===== src/mscr_pkg.sv =====
package mscr_pkg;

	// ==========================================================
	// Bus geometry
	localparam int ADDR_W = 16;
	localparam int DATA_W = 32;

	// ==========================================================
	// Register indices; byte address is four times the index
	localparam logic [15:0] IDX_RESET   = 16'h2190;
	localparam logic [15:0] IDX_MACCTL  = 16'h2191;
	localparam logic [15:0] IDX_SEQ     = 16'h2192;
	localparam logic [15:0] IDX_SECCTL  = 16'h2193;
	localparam logic [15:0] IDX_TXLEN   = 16'h2194;
	localparam logic [15:0] IDX_RXLEN   = 16'h2195;
	localparam logic [15:0] IDX_MAP     = 16'h219F;

	// ==========================================================
	// Reset register fields
	localparam int RST_FIFO_BIT = 7;
	localparam int RST_TX_BIT   = 6;
	localparam int RST_RX_BIT   = 5;
	localparam int RST_AES_BIT  = 4;
	localparam int RST_LSB      = 4;
	localparam int UNIT_COUNT   = 4;

	// ==========================================================
	// MAC control fields and write masks
	localparam int ACK_FILT_BIT = 4;
	localparam int COORD_BIT    = 3;
	localparam int ADDR_FILT_BIT = 2;
	localparam int CRC_FILT_BIT = 1;
	localparam logic [7:0] MACCTL_MASK = 8'h1E;
	localparam logic [7:0] LEN_MASK    = 8'h7F;
	localparam logic [7:0] MAP_MASK    = 8'h01;

	// ==========================================================
	// Security control fields
	localparam int SA_KEY_BIT  = 7;
	localparam int TX_KEY_BIT  = 6;
	localparam int RX_KEY_BIT  = 5;
	localparam int TAG_MSB     = 4;
	localparam int TAG_LSB     = 2;
	localparam int BANK_BIT    = 0;
	localparam logic [4:0] TAG_MIN  = 5'h04;
	localparam logic [4:0] TAG_MAX  = 5'h10;
	localparam logic [2:0] TAG_TOP  = 3'h6;

	// ==========================================================
	// Reset values and timing
	localparam logic [7:0] REG_RESET_VAL = 8'h00;
	localparam int INIT_NS     = 40;
	localparam int CLK_NS      = 10;
	localparam int INIT_CYCLES = (INIT_NS + CLK_NS - 1) / CLK_NS;
	localparam logic [1:0] RESP_OKAY   = 2'h0;
	localparam logic [1:0] RESP_SLVERR = 2'h2;

	// ==========================================================
	// Types
	typedef enum logic [1:0] {
		MODE_NONE = 2'b00,
		MODE_CBC  = 2'b01,
		MODE_CTR  = 2'b10,
		MODE_CCM  = 2'b11
	} mscr_mode_e;

	typedef enum logic [2:0] {
		REG_RESET  = 3'b000,
		REG_MACCTL = 3'b001,
		REG_SEQ    = 3'b010,
		REG_SECCTL = 3'b011,
		REG_TXLEN  = 3'b100,
		REG_RXLEN  = 3'b101,
		REG_MAP    = 3'b110,
		REG_NONE   = 3'b111
	} mscr_reg_e;

	typedef struct packed {
		logic       cipher_en;
		logic       auth_en;
		logic [6:0] cipher_offset;
		logic [6:0] auth_offset;
		logic [6:0] auth_only_len;
		logic [4:0] tag_bytes;
	} mscr_aes_plan_s;

	typedef struct packed {
		logic       done;
		logic       is_ack;
		logic [7:0] dsn;
		logic       addr_match;
		logic       crc_ok;
	} mscr_rx_frame_s;

	typedef struct packed {
		logic       busy;
		logic [7:0] cnt;
	} mscr_pulse_state_s;

	typedef struct packed {
		logic irq;
		logic drop;
	} mscr_filter_state_s;

	typedef struct packed {
		logic           awready;
		logic           wready;
		logic           aw_have;
		logic           w_have;
		logic [15:0]    awaddr;
		logic [7:0]     wbyte;
		logic           wlane;
		logic           bvalid;
		logic [1:0]     bresp;
		logic           arready;
		logic           rvalid;
		logic [31:0]    rdata;
		logic [1:0]     rresp;
		logic [7:0]     mac_control;
		logic [7:0]     expected_sequence_number;
		logic [7:0]     security_control;
		logic [7:0]     transmit_cipher_length;
		logic [7:0]     receive_cipher_length;
		logic [7:0]     map_select;
		logic [3:0]     init_start;
		mscr_aes_plan_s tx_plan;
		mscr_aes_plan_s rx_plan;
		logic [127:0]   standalone_key;
		logic [127:0]   tx_key;
		logic [127:0]   rx_key;
	} mscr_regs_state_s;

endpackage


===== src/mscr_init_pulse.sv =====
`timescale 1ns/10ps
// Stretches a one-cycle start into an init level of fixed length
module mscr_init_pulse
(
	input  wire logic aclk,
	input  wire logic aresetn,
	input  wire logic start,
	output logic      init
);

	mscr_pkg::mscr_pulse_state_s st_reg;
	mscr_pkg::mscr_pulse_state_s st_next;

	// ==========================================================
	// Countdown; a new start restarts the count, so none is lost
	always_comb
	begin
		st_next = st_reg;
		if (start)
		begin
			st_next.busy = 1'b1;
			st_next.cnt  = 8'(mscr_pkg::INIT_CYCLES - 1);
		end
		else if (st_reg.busy)
		begin
			if (st_reg.cnt == 8'h00)
				st_next.busy = 1'b0;
			else
				st_next.cnt = st_reg.cnt - 8'h01;
		end
	end

	always_ff @(posedge aclk)
	begin
		if (!aresetn)
			st_reg <= '0;
		else
			st_reg <= st_next;
	end

	assign init = st_reg.busy;

endmodule


===== src/mscr_regs.sv =====
`timescale 1ns/10ps
// Contract
// - Reset bit 7 initializes the packet FIFO
// - Reset bit 6 initializes transmit state machine
// - Reset bit 5 initializes receive state machine
// - Reset bit 4 reinitializes the AES engine
// - Ack check drops interrupt on sequence mismatch
// - Control bit 3 enables coordinator role
// - Address filter drops interrupt on address mismatch
// - Auto CRC drops interrupt on bad CRC
// - Eight-bit expected sequence register, read-write
// - Security bit 7 picks standalone key
// - Security bit 6 picks transmit key
// - Security bit 5 picks receive key
// - Bits 4:2 pick tag length 4..16
// - Seven-bit transmit length, bit 7 zero
// - Seven-bit receive length, same meaning
// - Counter mode: length skips to cipher start
// - CCM: length counts authenticate-only bytes
// - Map bit 0 selects MAC or security bank
// - Keys are 16 bytes, top byte highest
// - FIFOs 256 bytes, banks share one range
module mscr_regs
(
	input  wire logic                     aclk,
	input  wire logic                     aresetn,
	// AXI4-Lite slave
	input  wire logic [15:0]              s_axi_awaddr,
	input  wire logic                     s_axi_awvalid,
	output logic                          s_axi_awready,
	input  wire logic [31:0]              s_axi_wdata,
	input  wire logic [3:0]               s_axi_wstrb,
	input  wire logic                     s_axi_wvalid,
	output logic                          s_axi_wready,
	output logic [1:0]                    s_axi_bresp,
	output logic                          s_axi_bvalid,
	input  wire logic                     s_axi_bready,
	input  wire logic [15:0]              s_axi_araddr,
	input  wire logic                     s_axi_arvalid,
	output logic                          s_axi_arready,
	output logic [31:0]                   s_axi_rdata,
	output logic [1:0]                    s_axi_rresp,
	output logic                          s_axi_rvalid,
	input  wire logic                     s_axi_rready,
	// Key store contents
	input  wire logic [127:0]             first_key,
	input  wire logic [127:0]             second_key,
	// Received frame summary from the receive path
	input  wire mscr_pkg::mscr_rx_frame_s rx_frame,
	// Unit controls
	output logic                          fifo_init,
	output logic                          tx_fsm_init,
	output logic                          rx_fsm_init,
	output logic                          aes_init,
	output logic                          coordinator_role,
	output logic                          bank_select,
	output logic                          standalone_key_select,
	output logic                          transmit_key_select,
	output logic                          receive_key_select,
	output logic [127:0]                  standalone_key,
	output logic [127:0]                  transmit_key,
	output logic [127:0]                  receive_key,
	output mscr_pkg::mscr_aes_plan_s      tx_plan,
	output mscr_pkg::mscr_aes_plan_s      rx_plan,
	output logic                          rx_irq,
	output logic                          rx_drop
);

	mscr_pkg::mscr_regs_state_s st_reg;
	mscr_pkg::mscr_regs_state_s st_next;
	logic [3:0]                 unit_busy;

	// ==========================================================
	// Address decode, shared by read and write paths
	function automatic mscr_pkg::mscr_reg_e decode
	(
		input logic [15:0] addr
	);
		mscr_pkg::mscr_reg_e r;
		r = mscr_pkg::REG_NONE;
		if (addr[15:2] == mscr_pkg::IDX_RESET[13:0])
			r = mscr_pkg::REG_RESET;
		else if (addr[15:2] == mscr_pkg::IDX_MACCTL[13:0])
			r = mscr_pkg::REG_MACCTL;
		else if (addr[15:2] == mscr_pkg::IDX_SEQ[13:0])
			r = mscr_pkg::REG_SEQ;
		else if (addr[15:2] == mscr_pkg::IDX_SECCTL[13:0])
			r = mscr_pkg::REG_SECCTL;
		else if (addr[15:2] == mscr_pkg::IDX_TXLEN[13:0])
			r = mscr_pkg::REG_TXLEN;
		else if (addr[15:2] == mscr_pkg::IDX_RXLEN[13:0])
			r = mscr_pkg::REG_RXLEN;
		else if (addr[15:2] == mscr_pkg::IDX_MAP[13:0])
			r = mscr_pkg::REG_MAP;
		return r;
	endfunction

	// ==========================================================
	// Tag length: even counts from four; top code saturates
	function automatic logic [4:0] tag_len
	(
		input logic [2:0] code
	);
		logic [4:0] t;
		if (code > mscr_pkg::TAG_TOP)
			t = mscr_pkg::TAG_MAX;
		else
			t = mscr_pkg::TAG_MIN + {1'b0, code, 1'b0};
		return t;
	endfunction

	// ==========================================================
	// Turns mode and length into offsets for the AES engine
	function automatic mscr_pkg::mscr_aes_plan_s aes_plan
	(
		input logic [7:0] sec,
		input logic [7:0] len
	);
		mscr_pkg::mscr_aes_plan_s p;
		mscr_pkg::mscr_mode_e     mode;
		p    = '0;
		mode = mscr_pkg::mscr_mode_e'(sec[1:0]);
		case (mode)
			mscr_pkg::MODE_CTR:
			begin
				p.cipher_en     = 1'b1;
				p.cipher_offset = len[6:0];
			end
			mscr_pkg::MODE_CBC:
			begin
				p.auth_en     = 1'b1;
				p.auth_offset = len[6:0];
			end
			mscr_pkg::MODE_CCM:
			begin
				p.cipher_en     = 1'b1;
				p.auth_en       = 1'b1;
				p.auth_only_len = len[6:0];
				p.cipher_offset = len[6:0];
			end
			default:
			begin
				p = '0;
			end
		endcase
		// A tag only exists where something is authenticated
		if (p.auth_en)
			p.tag_bytes = tag_len(sec[mscr_pkg::TAG_MSB:mscr_pkg::TAG_LSB]);
		return p;
	endfunction

	// ==========================================================
	// Read mux; reserved bits and unmapped space return zero
	function automatic logic [7:0] read_byte
	(
		input mscr_pkg::mscr_regs_state_s s,
		input logic [3:0]                 busy,
		input mscr_pkg::mscr_reg_e        r
	);
		logic [7:0] v;
		v = 8'h00;
		case (r)
			mscr_pkg::REG_RESET:  v = {busy, 4'h0};
			mscr_pkg::REG_MACCTL: v = s.mac_control;
			mscr_pkg::REG_SEQ:    v = s.expected_sequence_number;
			mscr_pkg::REG_SECCTL: v = s.security_control;
			mscr_pkg::REG_TXLEN:  v = s.transmit_cipher_length;
			mscr_pkg::REG_RXLEN:  v = s.receive_cipher_length;
			mscr_pkg::REG_MAP:    v = s.map_select;
			default:              v = 8'h00;
		endcase
		return v;
	endfunction

	// ==========================================================
	// Bus handshakes, register writes and derived controls
	always_comb
	begin
		mscr_pkg::mscr_reg_e wr_sel;
		mscr_pkg::mscr_reg_e rd_sel;
		st_next            = st_reg;
		st_next.init_start = 4'h0;
		wr_sel             = decode(st_reg.awaddr);
		rd_sel             = decode(s_axi_araddr);

		// Address and data are captured in either order
		if (s_axi_awvalid && st_reg.awready)
		begin
			st_next.aw_have = 1'b1;
			st_next.awaddr  = s_axi_awaddr;
		end
		if (s_axi_wvalid && st_reg.wready)
		begin
			st_next.w_have = 1'b1;
			st_next.wbyte  = s_axi_wdata[7:0];
			st_next.wlane  = s_axi_wstrb[0];
		end

		// Commit once both halves are held; lane 0 gates the store
		if (st_reg.aw_have && st_reg.w_have && !st_reg.bvalid)
		begin
			st_next.aw_have = 1'b0;
			st_next.w_have  = 1'b0;
			st_next.bvalid  = 1'b1;
			st_next.bresp   = (wr_sel == mscr_pkg::REG_NONE) ?
				mscr_pkg::RESP_SLVERR : mscr_pkg::RESP_OKAY;
			if (st_reg.wlane)
			begin
				case (wr_sel)
					mscr_pkg::REG_RESET:
					begin
						// Ones start units; zeros and low bits do nothing
						st_next.init_start =
							st_reg.wbyte[7:mscr_pkg::RST_LSB];
					end
					mscr_pkg::REG_MACCTL:
					begin
						st_next.mac_control =
							st_reg.wbyte & mscr_pkg::MACCTL_MASK;
					end
					mscr_pkg::REG_SEQ:
					begin
						st_next.expected_sequence_number = st_reg.wbyte;
					end
					mscr_pkg::REG_SECCTL:
					begin
						st_next.security_control = st_reg.wbyte;
					end
					mscr_pkg::REG_TXLEN:
					begin
						st_next.transmit_cipher_length =
							st_reg.wbyte & mscr_pkg::LEN_MASK;
					end
					mscr_pkg::REG_RXLEN:
					begin
						st_next.receive_cipher_length =
							st_reg.wbyte & mscr_pkg::LEN_MASK;
					end
					mscr_pkg::REG_MAP:
					begin
						st_next.map_select =
							st_reg.wbyte & mscr_pkg::MAP_MASK;
					end
					default:
					begin
						st_next.map_select = st_reg.map_select;
					end
				endcase
			end
		end
		if (st_reg.bvalid && s_axi_bready)
			st_next.bvalid = 1'b0;
		// Hold off new halves until the response has gone
		st_next.awready = !st_next.aw_have && !st_next.bvalid;
		st_next.wready  = !st_next.w_have && !st_next.bvalid;

		// Reads answer one cycle after the address is taken
		if (st_reg.rvalid && s_axi_rready)
			st_next.rvalid = 1'b0;
		if (s_axi_arvalid && st_reg.arready)
		begin
			st_next.rvalid = 1'b1;
			st_next.rdata  = {24'h000000,
				read_byte(st_reg, unit_busy, rd_sel)};
			st_next.rresp  = (rd_sel == mscr_pkg::REG_NONE) ?
				mscr_pkg::RESP_SLVERR : mscr_pkg::RESP_OKAY;
		end
		st_next.arready = !st_next.rvalid;

		// AES plans follow the stored mode and lengths
		st_next.tx_plan = aes_plan(st_reg.security_control,
			st_reg.transmit_cipher_length);
		st_next.rx_plan = aes_plan(st_reg.security_control,
			st_reg.receive_cipher_length);

		// Key routing; byte 15 (bits 127:120) is the top byte
		st_next.standalone_key =
			st_reg.security_control[mscr_pkg::SA_KEY_BIT] ?
			second_key : first_key;
		st_next.tx_key =
			st_reg.security_control[mscr_pkg::TX_KEY_BIT] ?
			second_key : first_key;
		st_next.rx_key =
			st_reg.security_control[mscr_pkg::RX_KEY_BIT] ?
			second_key : first_key;
	end

	// ==========================================================
	// State register
	always_ff @(posedge aclk)
	begin
		if (!aresetn)
		begin
			st_reg                          <= '0;
			st_reg.mac_control              <= mscr_pkg::REG_RESET_VAL;
			st_reg.expected_sequence_number <= mscr_pkg::REG_RESET_VAL;
			st_reg.security_control         <= mscr_pkg::REG_RESET_VAL;
			st_reg.transmit_cipher_length   <= mscr_pkg::REG_RESET_VAL;
			st_reg.receive_cipher_length    <= mscr_pkg::REG_RESET_VAL;
			st_reg.map_select               <= mscr_pkg::REG_RESET_VAL;
		end
		else
			st_reg <= st_next;
	end

	// ==========================================================
	// Init stretchers, one per unit; bit reads one while busy
	genvar gi;
	generate
		for (gi = 0; gi < mscr_pkg::UNIT_COUNT; gi++)
		begin : g_unit
			mscr_init_pulse u_pulse
			(
				.aclk    (aclk),
				.aresetn (aresetn),
				.start   (st_reg.init_start[gi]),
				.init    (unit_busy[gi])
			);
		end
	endgenerate

	// ==========================================================
	// Receive interrupt filtering
	mscr_rx_filter u_filter
	(
		.aclk                     (aclk),
		.aresetn                  (aresetn),
		.hold                     (unit_busy[mscr_pkg::RST_RX_BIT -
		                                     mscr_pkg::RST_LSB]),
		.frame                    (rx_frame),
		.ack_sequence_filter      (st_reg.mac_control[
		                                     mscr_pkg::ACK_FILT_BIT]),
		.addr_filter              (st_reg.mac_control[
		                                     mscr_pkg::ADDR_FILT_BIT]),
		.crc_filter               (st_reg.mac_control[
		                                     mscr_pkg::CRC_FILT_BIT]),
		.expected_sequence_number (st_reg.expected_sequence_number),
		.rx_irq                   (rx_irq),
		.rx_drop                  (rx_drop)
	);

	// ==========================================================
	// Outputs, all from flip-flops
	assign s_axi_awready = st_reg.awready;
	assign s_axi_wready  = st_reg.wready;
	assign s_axi_bvalid  = st_reg.bvalid;
	assign s_axi_bresp   = st_reg.bresp;
	assign s_axi_arready = st_reg.arready;
	assign s_axi_rvalid  = st_reg.rvalid;
	assign s_axi_rdata   = st_reg.rdata;
	assign s_axi_rresp   = st_reg.rresp;

	// Unit init levels straight from the stretchers
	assign fifo_init   = unit_busy[mscr_pkg::RST_FIFO_BIT -
		mscr_pkg::RST_LSB];
	assign tx_fsm_init = unit_busy[mscr_pkg::RST_TX_BIT -
		mscr_pkg::RST_LSB];
	assign rx_fsm_init = unit_busy[mscr_pkg::RST_RX_BIT -
		mscr_pkg::RST_LSB];
	assign aes_init    = unit_busy[mscr_pkg::RST_AES_BIT -
		mscr_pkg::RST_LSB];

	// Static controls
	assign coordinator_role =
		st_reg.mac_control[mscr_pkg::COORD_BIT];
	assign bank_select =
		st_reg.map_select[mscr_pkg::BANK_BIT];
	assign standalone_key_select =
		st_reg.security_control[mscr_pkg::SA_KEY_BIT];
	assign transmit_key_select =
		st_reg.security_control[mscr_pkg::TX_KEY_BIT];
	assign receive_key_select =
		st_reg.security_control[mscr_pkg::RX_KEY_BIT];
	assign standalone_key = st_reg.standalone_key;
	assign transmit_key   = st_reg.tx_key;
	assign receive_key    = st_reg.rx_key;
	assign tx_plan        = st_reg.tx_plan;
	assign rx_plan        = st_reg.rx_plan;

endmodule


===== src/mscr_rx_filter.sv =====
`timescale 1ns/10ps
// Gates the receive interrupt by the enabled frame filters
module mscr_rx_filter
(
	input  wire logic                     aclk,
	input  wire logic                     aresetn,
	input  wire logic                     hold,
	input  wire mscr_pkg::mscr_rx_frame_s frame,
	input  wire logic                     ack_sequence_filter,
	input  wire logic                     addr_filter,
	input  wire logic                     crc_filter,
	input  wire logic [7:0]               expected_sequence_number,
	output logic                          rx_irq,
	output logic                          rx_drop
);

	mscr_pkg::mscr_filter_state_s st_reg;
	mscr_pkg::mscr_filter_state_s st_next;
	logic                         reject;

	// ==========================================================
	// Any enabled check that fails swallows the interrupt
	always_comb
	begin
		reject = 1'b0;
		if (ack_sequence_filter && frame.is_ack &&
			frame.dsn != expected_sequence_number)
			reject = 1'b1;
		if (addr_filter && !frame.addr_match)
			reject = 1'b1;
		if (crc_filter && !frame.crc_ok)
			reject = 1'b1;
		st_next.irq  = frame.done && !hold && !reject;
		st_next.drop = frame.done && !hold && reject;
	end

	// Receive machine in init drops the frame silently
	always_ff @(posedge aclk)
	begin
		if (!aresetn)
			st_reg <= '0;
		else
			st_reg <= st_next;
	end

	assign rx_irq  = st_reg.irq;
	assign rx_drop = st_reg.drop;

endmodule


===== config.mk =====
export PLATFORM = sky130hd
export DESIGN_NAME = mscr_regs
export DESIGN_NICKNAME = d
export VERILOG_FILES = /design/src/mscr_pkg.sv /design/src/mscr_init_pulse.sv /design/src/mscr_regs.sv /design/src/mscr_rx_filter.sv
export SDC_FILE = /design/constraint.sdc
export NUM_CORES = 1
export LEC_CHECK = 0
export BUFFER_PORTS_ARGS = -buffer_cell sky130_fd_sc_hd__buf_2
export CAP_MARGIN = 20
export CORE_AREA = 2 2 322 324
export DETAILED_ROUTE_END_ITERATION = 8
export DIE_AREA = 0 0 324 326
export SYNTH_ARGS = -nofsm -noshare
export SYNTH_HDL_FRONTEND = slang
export SYNTH_SLANG_ARGS = --single-unit

===== constraint.sdc =====
create_clock -name aclk -period 1.95 [get_ports aclk]
set_clock_uncertainty 0.15 [all_clocks]
set_input_delay 0 -clock aclk [delete_from_list [all_inputs] [get_ports aclk]]
set_output_delay 0 -clock aclk [all_outputs]
set_load 0.005 [all_outputs]

==> impl_metrics.env, run 1 <==
export IMPL_outcome="finished clean"
export IMPL_core_area_mm2=0.103
export IMPL_cts_made_buffers=66
export IMPL_ioPinCount=835
export IMPL_grt_met2_usage=0.242
export IMPL_power_frac_seq=0.436
export IMPL_cap_violations=0
export IMPL_crit_chain="buf_16 > buf_16 > mux2i_1 > dlygate4sd3_1 > nor2_1"
export IMPL_hp_class="in2reg"
export IMPL_hpwl_mm=57.4
export IMPL_routabilityCongestion=0.890
export IMPL_synth_top_family_by_area="multiplexers"
export IMPL_nNetsFinal=3596
export IMPL_io_buffers=775
export IMPL_tritoncts="built"
export IMPL_ys_flop_type="dfxtp_1"
export IMPL_crit_top_cell="buf_16"
export IMPL_cp_max_fo=14
export IMPL_rsz0062_at_grt="no"
export IMPL_cts_sinks=549
export IMPL_comb_power_share=0.102
export IMPL_drive_gt1_frac=0.305
export IMPL_synth_xor_area_frac=0.00896
export IMPL_wl_mm=83.2
export IMPL_ys_types=61
export IMPL_synth_area_top_cells="dfxtp_1, mux2i_1, buf_4"
export IMPL_grt_pass1_wl_mm=118
export IMPL_htree_levels=3
export IMPL_leakagePower_nw=14.1
export IMPL_met1_usage=0.168
export IMPL_drtAntennaViolNets=0
export IMPL_via_count=19300
export IMPL_yosysWarningCount=0
export IMPL_slew_headroom=0.604
export IMPL_synth_edf_count=0
export IMPL_startpoint_type="register"
export IMPL_hold_viol_final=0
export IMPL_peakVddDrop_mv=0.605
export IMPL_switching_power_mw=6.49
export IMPL_wl_per_cell_um=17.8
export IMPL_clk_path_buf_depth=3
export IMPL_min_period_ns=1.90
export IMPL_worstSetupPathType="reg2reg"
export IMPL_pwr_share_clk=0.462
export IMPL_synth_fa_ha_area_frac=0.00480
export IMPL_synth_compound_area_share=0.0266
export IMPL_grt_overflow=0
export IMPL_yosysSeqAreaShare=0.468
export IMPL_vias_per_cell=4.12
export IMPL_reg2reg_slack_ns=0.05
export IMPL_fmax_mhz=526
export IMPL_dp_cells=4086
export IMPL_rows=118
export IMPL_synth_top_cell_by_area="dfxtp_1"
export IMPL_powerDensity_mw_per_mm2=822
export IMPL_synth_most_common_cell="dfxtp_1"
export IMPL_grt_busiest_layer="met2"
export IMPL_setup_tns_ns=0
export IMPL_slew_violations=0
export IMPL_async_reset_ff_frac=0
export IMPL_p_sw_frac=0.239
export IMPL_synth_seq_cells=549
export IMPL_drt_pass1_iterations=5
export IMPL_dieArea_mm2=0.106
export IMPL_worstPathRequired_ns=2.28
export IMPL_end_kind="register"
export IMPL_grt_use_met3=0.0466
export IMPL_post_route_drc_count=0
export IMPL_clockRootBuffer="clkbuf_16"
export IMPL_synth_common_cells="dfxtp_1, buf_4, mux2i_1, nor2_1, nand2_1"
export IMPL_clkLatencyLatePin_ns=0.61
export IMPL_setup_viol=0
export IMPL_syn_area_mm2=0.0235
export IMPL_grt_pass1_vias=19800
export IMPL_dr_first_iter_drc_count=938
export IMPL_clkTransAtPathRegs_ns=0.06
export IMPL_netlist_area_leader_share=0.468
export IMPL_start_util=0.229
export IMPL_grt_max_degree=123
export IMPL_die_w_um=324
export IMPL_die_h_um=326
export IMPL_holdWs_ns=0.0176
export IMPL_crit_path_top_delay_cell="dlygate4sd3_1"
export IMPL_synthMuxAreaShare=0.185
export IMPL_netlist_instances=2409
export IMPL_track_usage=0.147
export IMPL_final_cells=4676
export IMPL_antenna_found_initial=11
export IMPL_area_growth_pct=40.9
export IMPL_internal_power_mw=20.7
export IMPL_power_mw=27.2
export IMPL_worst_slew_pin_slew_ns=0.577
export IMPL_synth_simple_area_share=0.129
export IMPL_crit_arrival_ns=2.23
export IMPL_synth_avg_cell_area_um2=9.74
export IMPL_cpPeakStageDelay_ns=0.57
export IMPL_period_share=0.976
## cell families (layout without fill, tap and decap cells)
group,Yosys count,after routing
adder cells (fa/ha/maj),9,9
AND/OR/NAND/NOR,679,679
buffers and inverters,612,1467
multiplexers,433,433
other,1,33
AO/OA/AOI/OAI,102,102
XOR/XNOR,24,24
flip-flops,549,549
## path summary, 6_finish.rpt
kind                            start          endpoint  depth (start not counted)
setup reg to reg  transmit_key_select  transmit_key[47]                          5
hold reg to reg        s_axi_rdata[2]    s_axi_rdata[2]                          2
setup / recovery  transmit_key_select  transmit_key[47]                          5
hold / removal       s_axi_araddr[11]    s_axi_rdata[5]                          5
## layout by cell type, fill, tap and decap left out, types with 7 or more instances in the layout
cell type / instances
a211oi_1: 11
a21oi_1: 46
and2_1: 19
and3_1: 33
buf_12: 13
buf_2: 775
buf_4: 70
clkbuf_1: 14
clkbuf_16: 71
clkbuf_8: 14
conb_1: 28
dfxtp_1: 542
dlygate4sd3_1: 461
ha_1: 9
inv_1: 19
mux2i_1: 428
nand2_1: 114
nand2b_1: 7
nand3_1: 7
nor2_1: 422
nor3_1: 11
o21ai_0: 14
or4_1: 7
xnor2_1: 24
## power by group through the flow
stage               Combinational [mW]  Clock (mW)  Sequential (mW)
finish                            2.78        12.6             11.8
global route                      2.99        13.3             11.9
CTS                               2.71        12.9             11.8
detailed placement                1.97           0             12.1
global placement                  1.95           0             12.1
floorplan                         1.32           0             12.0
## critical path: cells and delay by family, from the launching register on
family,cells,cell delay (ns)
buffers and inverters,3,0.95
muxes,1,0.19
and+or+nand+nor,1,0.04
DFF,1,0.40
## routing by layer
layer / wire [µm] / part of all wire / up-vias
li1: - / - / 9114
met1: 32900 / 0.39 / 9111
met2: 39700 / 0.48 / 784
met3: 6460 / 0.078 / 238
met4: 4150 / 0.050 / 4
met5: 26 / 0.00031 / -
## layout make-up
cell class              instances  area, µm²
inverters                      20       82.6
flip-flops and latches        549      11000
fillers                     10400      69600
clock inverters                20        288
well taps                    1380       1730
repair buffers               1332       9580
diodes                          5       12.5
clock buffers                  95       1920
multi-input cells            1275       8440
## metrics by stage
stage / worst slack, ns / instance area, µm² / utilization
final: 0.0474 / 33100 / 0.322
after CTS: 0.0304 / 32800 / 0.320
after detailed placement: -0.0914 / 26000 / 0.253
after global routing: 0.000396 / 33100 / 0.322
after floorplan: 0.142 / 23600 / -
after global placement: -0.0475 / 26000 / 0.253
## timing repair
action	in CTS	in global routing
hold buffers	460	3
pin swaps	0	1
endpoints found under the setup margin	2	36
endpoints found under the hold margin	496	3
resized for setup	1	17
setup buffers	0	4
gates cloned	0	4
Power figures use the tool's default switching activity.
==> run 2: changes to the inputs <==
BUFFER_PORTS_ARGS = unset   (was -buffer_cell sky130_fd_sc_hd__buf_2)
CORE_AREA = 2 2 321 323   (was 2 2 322 324)
DIE_AREA = 0 0 323 325   (was 0 0 324 326)
DONT_BUFFER_PORTS = 1   (was unset)
==> impl_metrics.env, run 2 (same netlist as run 1, synthesis figures left out) <==
export IMPL_area_growth_pct=30.6
export IMPL_clkLatencyLatePin_ns=0.64
export IMPL_drtAntennaViolNets=0
export IMPL_holdPathStages=3
export IMPL_clk_path_buf_depth=3
export IMPL_holdPathEnd="standalone_key[117]"
export IMPL_tritoncts="built"
export IMPL_slew_headroom=0.372
export IMPL_cpPeakStageDelay_ns=0.59
export IMPL_outcome="finished clean"
export IMPL_die_w_um=323
export IMPL_multiInputGateArea_mm2=0.00847
export IMPL_via_count=17400
export IMPL_routabilityCongestion=0.976
export IMPL_core_area_mm2=0.101
export IMPL_final_cell_mix="dlygate4sd3_1, dfxtp_1, mux2i_1"
export IMPL_nNetsFinal=2988
export IMPL_route_met2_wl_mm=38.8
export IMPL_crit_arrival_ns=2.30
export IMPL_peakVddDrop_mv=0.694
export IMPL_wl_mm=82.8
export IMPL_fmax_mhz=515
export IMPL_comb_power_share=0.086
export IMPL_crit_chain="buf_16 > mux2i_1 > dlygate4sd3_1 > nor2_2"
export IMPL_clkTransAtPathRegs_ns=0.06
export IMPL_cts_made_buffers=59
export IMPL_die_h_um=325
export IMPL_place_area_mm2=0.0221
export IMPL_grt_pass1_wl_mm=118
export IMPL_nFillCells=10100
export IMPL_post_route_drc_count=0
export IMPL_startpoint_type="register"
export IMPL_rsz0062_at_grt="yes"
export IMPL_period_share=0.996
export IMPL_pwr_share_clk=0.452
export IMPL_leakagePower_nw=11.3
export IMPL_antenna_found_initial=19
export IMPL_hold_viol_final=0
export IMPL_worstPathRequired_ns=2.30
export IMPL_switching_power_mw=6.28
export IMPL_rows=117
export IMPL_cap_violations=0
export IMPL_regArea_mm2=0.0110
export IMPL_critical_path_top_delay_family="buffers and inverters"
export IMPL_dieArea_mm2=0.105
export IMPL_end_kind="register"
export IMPL_drt_met1_wl_mm=30.3
export IMPL_internal_power_mw=19.7
export IMPL_reg2reg_from="transmit_key_select"
export IMPL_startpoint="transmit_key_select"
export IMPL_ff2ff_path_depth=4
export IMPL_dr_first_iter_drc_count=1107
export IMPL_vias_per_cell=4.29
export IMPL_start_util=0.232
export IMPL_reg2reg_slack_ns=0.008
export IMPL_worstSetupPathType="reg2reg"
export IMPL_holdWs_ns=0.0388
export IMPL_io_buffers=0
export IMPL_p_sw_frac=0.241
export IMPL_worst_slew_pin_slew_ns=0.942
export IMPL_min_period_ns=1.94
export IMPL_fin_area_mm2=0.0306
export IMPL_track_usage=0.149
export IMPL_ioPinCount=835
export IMPL_crit_path_top_delay_cell="dlygate4sd3_1"
export IMPL_clockRootBuffer="clkbuf_16"
export IMPL_wl_per_cell_um=20.4
export IMPL_grt_overflow=0
export IMPL_drive_gt1_frac=0.0875
export IMPL_drt_pass1_iterations=5
export IMPL_grt_pass1_vias=18200
export IMPL_powerDensity_mw_per_mm2=850
export IMPL_mostFrequentLayoutCell="dlygate4sd3_1"
export IMPL_hpwl_mm=53.1
export IMPL_cts_sinks=549
export IMPL_wl_met3_mm=8.10
export IMPL_top_layer="met5"
export IMPL_slew_violations=0
export IMPL_crit_buf_inv=2
export IMPL_htree_levels=2
export IMPL_hp_class="in2reg"
export IMPL_power_frac_seq=0.463
export IMPL_grt_max_degree=74
export IMPL_r2r_end="transmit_key[60]"
export IMPL_setup_viol=0
export IMPL_min_from="first_key[117]"
export IMPL_cp_max_fo=32
-- run 2: cell count changes in the layout (fill, tap and decap cells not counted), sizes merged --
cell / previous run / this run
dlymetal6s4s: 1 / 3
dlygate4sd3: 461 / 623
buf: 866 / 104
diode: 5 / 8
clkinv: 8 / 13
bufinv: 5 / 6
inv: 26 / 23
clkbuf: 99 / 88
-- run 2: per-layer routing --
metal,GRT usage,up-vias
met2,0.244,936
met4,0.0938,18
li1,-,7896
met5,0,-
met1,0.160,8257
met3,0.0586,305
-- run 2: repair_timing --
action	CTS	global route
hold buffers	628	0
hold endpoints to repair	547	0
resized for setup	1	23
cloned	0	1
setup endpoints to repair	2	42
buffers inserted	0	3
-- run 2: worst max path at each step --
stage                                        endpoint  slack, ns  cells after the start
after floorplan           g_unit[3].u_pulse.st_reg[5]       0.14                      4
after global placement    g_unit[2].u_pulse.st_reg[0]      -0.03                      6
after detailed placement  g_unit[2].u_pulse.st_reg[0]      -0.06                      6
after CTS                              s_axi_rdata[3]      0.006                      5
after global routing                  receive_key[93]      -0.02                      5
final                                transmit_key[60]      0.008                      4
-- run 2: cell type report --
cell class	count	area share
antenna	8	0.000653
clock buffer	87	0.0560
tap	1368	0.0559
clock inverter	23	0.00984
multi-input combinational	1275	0.276
timing repair buffer	731	0.239
sequential	549	0.359
inverter	20	0.00270
-- run 2: through the flow --
step | power [mW] | utilization | setup WS, ns | setup TNS (ns) | cells
2_1_floorplan | 13.3 | - | 0.142 | 0 | 2436
3_3_place_gp | 13.1 | 0.218 | -0.0252 | -0.0382 | 3311
3_5_place_dp | 13.1 | 0.218 | -0.0551 | -0.0933 | 3311
4_1_cts | 26.1 | 0.301 | 0.00630 | 0 | 4049
5_1_grt | 26.9 | 0.302 | -0.0193 | -0.0451 | 4061
6_report | 26.0 | 0.302 | 0.00754 | 0 | 4061
-- run 2: power groups by stage --
stage / registers, mW / clock network [mW] / logic, mW
after floorplan: 12.0 / 0 / 1.32
after global placement: 12.3 / 0 / 0.833
after detailed placement: 12.3 / 0 / 0.849
after CTS: 12.0 / 12.0 / 2.08
after global routing: 12.1 / 12.5 / 2.37
final: 12.0 / 11.8 / 2.23
-- run 2: worst register-to-register path: cells and delay by family, from the launching register on --
kind	cells	cell delay, ns
buffers and inverters	2	0.81
muxes	1	0.41
DFF	1	0.39
and+or+nand+nor	1	0.07
